### config.mk
export PLATFORM = sky130hd
export DESIGN_NAME = rt_interrupt_logic
export DESIGN_NICKNAME = d
export VERILOG_FILES = /design/src/inc/rt_irq_pkg.sv /design/src/rtl/rt_interrupt_logic.sv /design/src/rtl/rt_irq_line.sv
export SDC_FILE = /design/constraint.sdc
export NUM_CORES = 1
export LEC_CHECK = 0
export ABC_AREA = 1
export BUFFER_PORTS_ARGS = -buffer_cell sky130_fd_sc_hd__buf_2
export CAP_MARGIN = 30
export CORE_MARGIN = 3
export CORE_UTILIZATION = 50
export DETAILED_ROUTE_END_ITERATION = 10
export MAX_ROUTING_LAYER = met4
export PLACE_DENSITY = 0.68
export SETUP_SLACK_MARGIN = 0.2
export SLEW_MARGIN = 15
export SYNTH_ARGS = -nofsm -noshare
export SYNTH_HDL_FRONTEND = slang
export SYNTH_SLANG_ARGS = --single-unit
export TNS_END_PERCENT = 20
### constraint.sdc
create_clock -name clk -period 3.65 [get_ports clk]
set_input_delay 0.5475 -clock clk [delete_from_list [all_inputs] [get_ports clk]]
set_output_delay 0.5475 -clock clk [all_outputs]
set_load 0.05 [all_outputs]
### src/inc/rt_irq_pkg.sv
// Package: register map, field positions and carriers for the RT interrupt logic
package rt_irq_pkg;

  // ****************************************************************
  // Register indices (byte address is index times four)
  // ****************************************************************
  localparam logic [7:0] HW_PENDING_IDX  = 8'h06;
  localparam logic [7:0] RT_PENDING_IDX  = 8'h09;
  localparam logic [7:0] RT_ENABLE_IDX   = 8'h12;
  localparam logic [7:0] RT_LINE_EN_IDX  = 8'h16;
  localparam logic [7:0] EXT_CONFIG_IDX  = 8'h4d;
  localparam logic [7:0] HW_LINE_EN_IDX  = 8'h60;
  localparam logic [7:0] BC_LINE_EN_IDX  = 8'h61;

  // ****************************************************************
  // Field positions and reset values
  // ****************************************************************
  localparam int          TERM_SUMMARY_BIT = 1;
  localparam int          CTRL_SUMMARY_BIT = 0;
  localparam int          LINE_MASK_BIT    = 0;
  localparam int          BUSY_LOG_BIT     = 2;
  localparam int          BUSY_FLAG_BIT    = 9;
  localparam int          INDEX_ZERO_BIT   = 7;
  localparam int          ILLEGAL_CMD_BIT  = 6;
  localparam int          RESET_REQ_BIT    = 8;
  localparam logic [15:0] REG_RESET        = 16'h0000;
  localparam logic [15:0] PENDING_WMASK    = 16'hfdff;

  // Bus request from the host
  typedef struct packed {
    logic [7:0]  addr;
    logic [15:0] wdata;
    logic        wr;
    logic        rd;
  } bus_req_s;

  // One completed message worth of events
  typedef struct packed {
    logic        valid;
    logic [15:0] events;
    logic        illegal;
    logic        busy;
  } msg_evt_s;

  // Log buffer write
  typedef struct packed {
    logic        valid;
    logic [15:0] word;
  } log_wr_s;

endpackage

### src/rtl/rt_interrupt_logic.sv
// Rt_event_enable, pending and line-enable registers with log and summary
`timescale 1ns/10ps
// What this block does
// - One bit position means one event in enable, pending, line-enable.
// - Events with enable bit clear set no pending, log, summary or line bit.
// - Events before an enable is set are never recognised later.
// - Each message with an enabled event writes one entry to the log.
// - Enabled events OR into the pending register, keeping older bits.
// - Enabled events set the terminal summary bit 1 of hardware pending.
// - Summary set whenever a message sets any pending bit; bit 1 used.
// - Line-enabled events assert the active-low interrupt at message end.
// - Non line-enabled events update pending and log but not the line.
// - Reading the pending register returns it then clears it.
// - One interrupt line is the OR of all line-enabled pending sources.
// - Mask option suppresses the line for illegal or busy messages.
// - Logged word reproduces the RT pending bits.
// - Pending bit 9 reads zero; log bit 9 flags busy when option set.
// - Busy alone is never an interrupt event.
// - Bit 7 is index-zero, bit 6 is illegal command.
// - Disabled reset mode code raises reset request only.
module rt_interrupt_logic
  import rt_irq_pkg::*;
(
  // Clock and reset
  input  wire logic        clk,
  input  wire logic        arst_n,
  // Register port
  input  wire logic [7:0]  addr,
  input  wire logic [15:0] wdata,
  input  wire logic        wr,
  input  wire logic        rd,
  output logic      [15:0] rdata,
  // Message completion events from the terminal
  input  wire logic        msgDone,
  input  wire logic [15:0] msgEvents,
  input  wire logic        msgIllegal,
  input  wire logic        msgBusy,
  // Other pending sources
  input  wire logic [15:0] hwEventSet,
  input  wire logic [15:0] bcPending,
  // Log buffer write
  output logic             logValid,
  output logic      [15:0] loggedEventWord,
  // Outputs
  output logic             terminalResetRequest,
  output logic             irq_n
);

  // ****************************************************************
  // State
  // ****************************************************************
  bus_req_s    req;
  msg_evt_s    msg;
  log_wr_s     logR, logNxt;
  logic [15:0] enableR, enableNxt;
  logic [15:0] lineEnR, lineEnNxt;
  logic [15:0] pendR, pendNxt;
  logic [15:0] hwPendR, hwPendNxt;
  logic [15:0] hwLineEnR, hwLineEnNxt;
  logic [15:0] bcLineEnR, bcLineEnNxt;
  logic [15:0] extCfgR, extCfgNxt;
  logic [15:0] lineSrcR, lineSrcNxt;
  logic [15:0] quietR, quietNxt;
  logic [15:0] rdataR, rdataNxt;
  logic        rstReqR, rstReqNxt;
  logic [15:0] hits;
  logic [15:0] pendAfter;

  function automatic logic isReg(input logic [7:0] a, input logic [7:0] idx);
    return a == idx;
  endfunction

  assign req = '{addr: addr, wdata: wdata, wr: wr, rd: rd};
  assign msg = '{valid: msgDone, events: msgEvents, illegal: msgIllegal, busy: msgBusy};

  // ****************************************************************
  // Event qualification
  // ****************************************************************
  // drop disabled events
  // only live enables count, no history kept
  // busy is never an event bit
  // index-zero and illegal bits pass as-is
  always_comb begin
    hits = msg.valid ? (msg.events & enableR & PENDING_WMASK) : REG_RESET;
  end

  always_comb begin
    pendAfter = pendR;
    if (req.rd && isReg(req.addr, RT_PENDING_IDX)) begin
      pendAfter = REG_RESET;
    end
  end

  // ****************************************************************
  // Register next values
  // ****************************************************************
  always_comb begin
    enableNxt   = enableR;
    lineEnNxt   = lineEnR;
    hwLineEnNxt = hwLineEnR;
    bcLineEnNxt = bcLineEnR;
    extCfgNxt   = extCfgR;
    hwPendNxt   = hwPendR | hwEventSet;
    rdataNxt    = REG_RESET;
    if (req.wr) begin
      case (req.addr)
        RT_ENABLE_IDX:  enableNxt   = req.wdata;
        RT_LINE_EN_IDX: lineEnNxt   = req.wdata;
        HW_LINE_EN_IDX: hwLineEnNxt = req.wdata;
        BC_LINE_EN_IDX: bcLineEnNxt = req.wdata;
        EXT_CONFIG_IDX: extCfgNxt   = req.wdata;
        default:        extCfgNxt   = extCfgR;
      endcase
    end
    if (req.rd) begin
      case (req.addr)
        RT_PENDING_IDX: rdataNxt = pendR & PENDING_WMASK;
        RT_ENABLE_IDX:  rdataNxt = enableR;
        RT_LINE_EN_IDX: rdataNxt = lineEnR;
        HW_LINE_EN_IDX: rdataNxt = hwLineEnR;
        BC_LINE_EN_IDX: rdataNxt = bcLineEnR;
        EXT_CONFIG_IDX: rdataNxt = extCfgR;
        HW_PENDING_IDX: rdataNxt = hwPendR;
        default:        rdataNxt = REG_RESET;
      endcase
      // Hardware pending also clears on read
      if (isReg(req.addr, HW_PENDING_IDX)) begin
        hwPendNxt = hwEventSet;
      end
    end
    // summary bit 1 ORed, bit 0 follows bcPending, other bits kept
    // set whenever any pending bit set
    if (|hits) begin
      hwPendNxt[TERM_SUMMARY_BIT] = 1'b1;
    end
    hwPendNxt[CTRL_SUMMARY_BIT] = |bcPending;
  end

  // ****************************************************************
  // Pending, log and line sources
  // ****************************************************************
  always_comb begin
    // OR in, set wins over read clear
    // same bit position in all three
    pendNxt = pendAfter | hits;
    // bit 9 flags busy when option set
    logNxt.valid = |hits;
    logNxt.word  = pendNxt & PENDING_WMASK;
    if (extCfgR[BUSY_LOG_BIT] && msg.busy) begin
      logNxt.word[BUSY_FLAG_BIT] = 1'b1;
    end
    // line-enabled bits drive the line at message end
    // other bits stay off the line
    // masked messages leave their new bits quiet
    // Quiet until read or until an unmasked message sets the bit, so the line never rises a cycle later
    quietNxt = quietR & pendAfter;
    if (msg.valid && extCfgR[LINE_MASK_BIT] && (msg.illegal || msg.busy)) begin
      quietNxt = quietNxt | (hits & ~pendAfter);
    end else begin
      quietNxt = quietNxt & ~hits;
    end
    lineSrcNxt = pendNxt & lineEnR & ~quietNxt;
    // disabled reset mode code goes to its own pin
    rstReqNxt = msg.valid && msg.events[RESET_REQ_BIT] && !enableR[RESET_REQ_BIT];
  end

  always_ff @(posedge clk or negedge arst_n) begin
    if (!arst_n) begin
      enableR   <= REG_RESET;
      lineEnR   <= REG_RESET;
      pendR     <= REG_RESET;
      hwPendR   <= REG_RESET;
      hwLineEnR <= REG_RESET;
      bcLineEnR <= REG_RESET;
      extCfgR   <= REG_RESET;
      lineSrcR  <= REG_RESET;
      quietR    <= REG_RESET;
      rdataR    <= REG_RESET;
      rstReqR   <= 1'b0;
      logR      <= '0;
    end else begin
      enableR   <= enableNxt;
      lineEnR   <= lineEnNxt;
      pendR     <= pendNxt;
      hwPendR   <= hwPendNxt;
      hwLineEnR <= hwLineEnNxt;
      bcLineEnR <= bcLineEnNxt;
      extCfgR   <= extCfgNxt;
      lineSrcR  <= lineSrcNxt;
      quietR    <= quietNxt;
      rdataR    <= rdataNxt;
      rstReqR   <= rstReqNxt;
      logR      <= logNxt;
    end
  end

  assign rdata                = rdataR;
  assign logValid             = logR.valid;
  assign loggedEventWord      = logR.word;
  assign terminalResetRequest = rstReqR;

  // ****************************************************************
  // Shared interrupt line
  // ****************************************************************
  rt_irq_line u_line (
    .clk       (clk),
    .arst_n    (arst_n),
    .hwPending (hwPendR),
    .hwLineEn  (hwLineEnR),
    .bcPending (bcPending),
    .bcLineEn  (bcLineEnR),
    .rtLineSrc (lineSrcR),
    .irq_n     (irq_n)
  );
endmodule

### src/rtl/rt_irq_line.sv
// Host interrupt line: OR of line-enabled pending bits across all sources
`timescale 1ns/10ps
module rt_irq_line
  import rt_irq_pkg::*;
(
  // Clock and reset
  input  wire logic        clk,
  input  wire logic        arst_n,
  // Pending and line enables
  input  wire logic [15:0] hwPending,
  input  wire logic [15:0] hwLineEn,
  input  wire logic [15:0] bcPending,
  input  wire logic [15:0] bcLineEn,
  input  wire logic [15:0] rtLineSrc,
  // Interrupt pin, active low
  output logic             irq_n
);

  logic irqNxt;
  logic irqR;

  always_comb begin
    irqNxt = |(hwPending & hwLineEn) | |(bcPending & bcLineEn) | |rtLineSrc;
  end

  always_ff @(posedge clk or negedge arst_n) begin
    if (!arst_n) begin
      irqR <= 1'b0;
    end else begin
      irqR <= irqNxt;
    end
  end

  assign irq_n = ~irqR;
endmodule

**After elaboration in Yosys (flattened, before gate mapping)**

Cells that the tools add are included.

- Equality and inequality tests: 7
- Bitwise gates (word level): 17
- Multiplexer cells: 9
- Reductions and logical operators: 18

Operators with widths:

| operator | number |
|---|---|
| bitwise AND 16 bit | 8 |
| one-hot mux 16 bit (7 select lines) | 1 |
| 2-to-1 mux 16 bit | 6 |
| OR reduction 16 bit | 5 |
| NOT 16 bit | 3 |
| bitwise OR 16 bit | 3 |
| == test 8 x 7 -> 1 bit, second input constant | 3 |
| == test 8 x 5 -> 1 bit, second input constant | 2 |
| AND reduction 2 bit | 5 |
| == test 8 x 3 -> 1 bit, second input constant | 1 |
| == test 8 x 4 -> 1 bit, second input constant | 1 |
| logical AND 1 bit | 6 |
| 2-to-1 mux 1 bit | 2 |
| bitwise OR 1 bit | 2 |
| zero test 1 bit | 1 |
| logical OR 1 bit | 1 |
| NOT 1 bit | 1 |

- Output and inout port bits: 35
- Register bits: 179
- Word-level logic and storage cells: 65
- Input port bits: 79

**Longest topological paths before layout**

- Depth after elaboration: 9
- Depth in mapped cells: 10
- Gate-level depth less buffers: 9

**Modules after synthesis**

From an unflattened synthesis, not the netlist that was laid out.

- Cells, all modules: 940
- Area, all modules: 7,798.7 um2

By module, submodules not included:

| module | cells each | times used | seq. area each (um2) | area each (um2) |
|---|---|---|---|---|
| rt_interrupt_logic | 864 | 1 | 4,078.9 | 7,483.4 |
| rt_irq_line | 76 | 1 | 25.0 | 315.3 |

**Worst setup path after synthesis**

Ideal clock, no wire load.

- Path kind: input port to flip-flop
- Start point: input port msgDone
- End point: register hwPendR[1]
- Cell stages on the path: 7
- Arrival time: 1.416 ns
- Library setup time: 0.122 ns
- Required time: 3.528 ns
- Path slack: 2.112 ns
- Buffers on the path: 2
- Cell sequence: buf_2 -> buf_2 -> nand3_1 -> nand4_1 -> or2_0 -> nor2_1 -> nand2_1

- Word-level cells in the longest chain between the ends: 3

Ends and longest elaborated chain:

| what | RTL line | text |
|---|---|---|
| start: declaration | rt_interrupt_logic.sv:34 | `input wire logic msgDone,` |
| 2-to-1 mux 16 bit | rt_interrupt_logic.sv:84 | `hits = msg.valid ? (msg.events & enableR & PENDING_WMASK) : REG_RESET;` |
| OR reduction 16 bit | rt_interrupt_logic.sv:133 | `if (\|hits) begin` |
| 2-to-1 mux 1 bit | rt_interrupt_logic.sv:133 |  |
| named net hwPendNxt[1] | rt_interrupt_logic.sv:58 | `logic [15:0] hwPendR, hwPendNxt;` |
| end signal: assignment | rt_interrupt_logic.sv:185 | `hwPendR <= hwPendNxt;` |
| end: declaration | rt_interrupt_logic.sv:58 |  |

The timed path passes the listed nets, and every way through them passes these cells.
A chain may end at the register's enable or synchronous reset.

**Final worst setup path**

- Start point: input port addr[0]
- End point: register lineEnR[11]

- Word-level cells in the longest chain between the ends: 2

Ends and longest elaborated chain:

| what | RTL line | text |
|---|---|---|
| start: declaration | rt_interrupt_logic.sv:28 | `input wire logic [7:0] addr,` |
| == test 8 x 5 -> 1 bit | rt_interrupt_logic.sv:106 | `case (req.addr)` |
| AND reduction 2 bit (no line) | -- |  |
| end signal: assignment | rt_interrupt_logic.sv:183 | `lineEnR <= lineEnNxt;` |
| end: declaration | rt_interrupt_logic.sv:56 | `logic [15:0] lineEnR, lineEnNxt;` |

Every way passes these cells.

==> results.json <==
{
  "remaining_drc_errors": 0,
  "cts_buffer_depth": 2,
  "required_ps": 3960,
  "hold_viol_final": 0,
  "overflow": 0,
  "port_buffers": 111,
  "ctsHoldBuffers": 0,
  "clock_latency_ps": 440,
  "grt_pass1_wl_mm": 30.5,
  "syn-mean-instance-area_um2": 8.34,
  "first_global_vias": 5709,
  "boundaryPins": 114,
  "ff2ff_path_depth": 6,
  "dp.cells": 1171,
  "path_clk_slew_ps": 60,
  "syn-cell-area_um2": 7650,
  "total_power_mw": 4.48,
  "cts_setup_buffers": 0,
  "postRouteAntennaNets": 0,
  "fmaxAchievable_mhz": 523,
  "first_pass_iters": 5,
  "clkSinkCount": 164,
  "cts_htree_levels": 4,
  "final_common_cell": "nand2_1",
  "drive_above_1_share_pct": 18.0,
  "leakage_nw": 4.73,
  "syn_inst": 917,
  "finalSetupViolCount": 0,
  "wire_per_inst_um": 16.0,
  "die_area_um2": 16800,
  "skew_ps": 8.80,
  "yosysWarnings": 0,
  "synth_area_leader_cell": "dfrtp_1",
  "place.gp.congestion": 0.865,
  "ys_seq_elements": 164,
  "cts-root-buf": "clkbuf_16",
  "pre_cts_slack_ps": 1170,
  "drv_slew": 0,
  "cts_buffers": 17,
  "drt_iter0_drc": 566,
  "reg2reg_from": "extCfgR[0]$_DFFE_PN0P_",
  "r2r_end": "lineSrcR[15]$_DFF_PN0_",
  "post-route-util_pct": 59.8,
  "antenna_found_initial": 0,
  "synth.distinct_cells": 32,
  "fin_crit_ps": 1910,
  "dieWidth_um": 130,
  "mostFrequentLayoutCells": "nand2_1, dfrtp_1, buf_2",
  "grt_max_degree": 75,
  "final.setup.tns_ps": 0,
  "max_slew_margin_pct": 53.3,
  "p_per_area_nw_per_um2": 508,
  "core_um2": 14800,
  "synthTopCellsByArea": "dfrtp_1, nand2_1, o21ai_1, inv_1, nor2_1",
  "rows": 44,
  "crit_type": "primary input to flip-flop",
  "vias_per_cell": 5.18,
  "cts_tree": "done",
  "tightest_slew_ps": 699,
  "finalNetCount": 1087,
  "rsz0062_at_grt": "no",
  "final_cells": 1205,
  "max-vdd-ir-drop_v": 0.000305,
  "area_delta_synth_final_pct": 15.4,
  "max-cap-violations": 0,
  "yosysSeqAreaShare_pct": 53.7,
  "syn_nets": 996,
  "antennaDiodeCount": 0,
  "cts_resized": 0,
  "dieHeight_um": 130,
  "fill_cells": 1353,
  "grt_usage_pct": 24.5,
  "cp_data_arrival_time_ps": 2220,
  "setup_ws_ps": 1740,
  "timing.final.crit_share_pct": 52.4,
  "yosysTopAreaCellShare_pct": 53.7,
  "initial_utilization_pct": 51.8,
  "start_kind": "primary input",
  "cp_max_fo": 18,
  "worst_setup_path_end_kind": "flip-flop",
  "vias": 6236,
  "wl_mm": 19.3,
  "hold_class": "primary input to async pin",
  "r2r_slack_ps": 2140,
  "outcome": "complete, no violations",
  "dp_hpwl_mm": 14.3
}
-- power by group --
| group | switching [mW] | internal (mW) | leakage, nW | total [mW] |
|---|---|---|---|---|
| clock | 0.782 | 0.976 | 0.281 | 1.76 |
| sequential | 0.104 | 1.96 | 2.16 | 2.07 |
| combinational | 0.470 | 0.191 | 2.28 | 0.661 |
-- layout make-up --
cell class | instances | area (µm²) | area share (%)
sequential | 164 | 4100 | 46.5
multi-input combinational | 600 | 2860 | 32.4
clock inverter | 14 | 145 | 1.64
tap | 184 | 230 | 2.61
timing repair buffer | 117 | 647 | 7.33
inverter | 108 | 405 | 4.59
clock buffer | 18 | 439 | 4.98
-- worst max path at each step --
stage,startpoint,end,slack (ps),cells past startpoint
2_1_floorplan,msgDone,hwPendR[1]$_DFF_PN0_,2110,7
3_3_place_gp,addr[2],bcLineEnR[8]$_DFFE_PN0P_,1270,9
3_5_place_dp,addr[2],bcLineEnR[7]$_DFFE_PN0P_,1170,9
4_1_cts,addr[2],bcLineEnR[12]$_DFFE_PN0P_,1610,8
5_1_grt,addr[7],hwLineEnR[4]$_DFFE_PN0P_,1570,9
6_report,addr[0],lineEnR[11]$_DFFE_PN0P_,1740,10
-- registers in the layout (all words and copies together), names as in the netlist --
name / flops
bcLineEnR: 16
enableR: 16
extCfgR: 16
hwLineEnR: 16
hwPendR: 16
lineEnR: 16
lineSrcR: 16
quietR: 16
rdata: 16
pendR: 15
loggedEventWord: 2
logValid: 1
terminalResetRequest: 1
u_line.irqR: 1
-- worst max-delay path, stage by stage --
cell     delay (ps)
buf_2           120
inv_1            80
nand2_2          80
nor2_4          150
nand2_1         100
inv_2           260
nand2_1         400
buf_4           340
nand2_1          80
o21ai_1          60
-- synth_stat cells --
cell type  number
nand2_2         8
and3_1          1
nand3_1        45
o21bai_1       10
a22o_1          5
nor2_2          3
buf_2          24
nand2_4         2
a21boi_0       14
nor2_4          5
nand3_2         1
buf_6           3
inv_1          93
nor2_8          1
o21ai_1        81
nor4_1          8
clkbuf_1        1
o21ai_0        21
nor3_1          1
buf_1           1
inv_2          15
nand2_1       250
nor2_1         81
buf_4          16
nand4_1         7
o22ai_1         3
nand3b_1       30
a21o_1          4
dfrtp_1       164
and2_1          1
a21oi_1        17
or2_0           1
-- stage by stage --
stage	hold slack, ps	cell area (µm²)
after detailed placement	478	8200
after global routing	165	8830
final	116	8830
after CTS	146	8780
after floorplan	252	7650
after global placement	467	8200
-- cell families after synthesis --
| kind of cell | Yosys count | synth area share, % |
|---|---|---|
| flops | 164 | 53.7 |
| buf+inv | 153 | 8.98 |
| compound gates | 155 | 11.4 |
| simple gates | 445 | 26.0 |
-- per-layer routing --
| layer | part of all wire (%) | track usage (%) | up-vias |
|---|---|---|---|
| li1 | - | - | 3104 |
| met1 | 48 | 35.9 | 2917 |
| met2 | 45 | 35.2 | 194 |
| met3 | 6.3 | 5.03 | 21 |
| met4 | 1.1 | 6.30 | 0 |
| met5 | 0 | - | - |
Power figures use the tool's default switching activity.
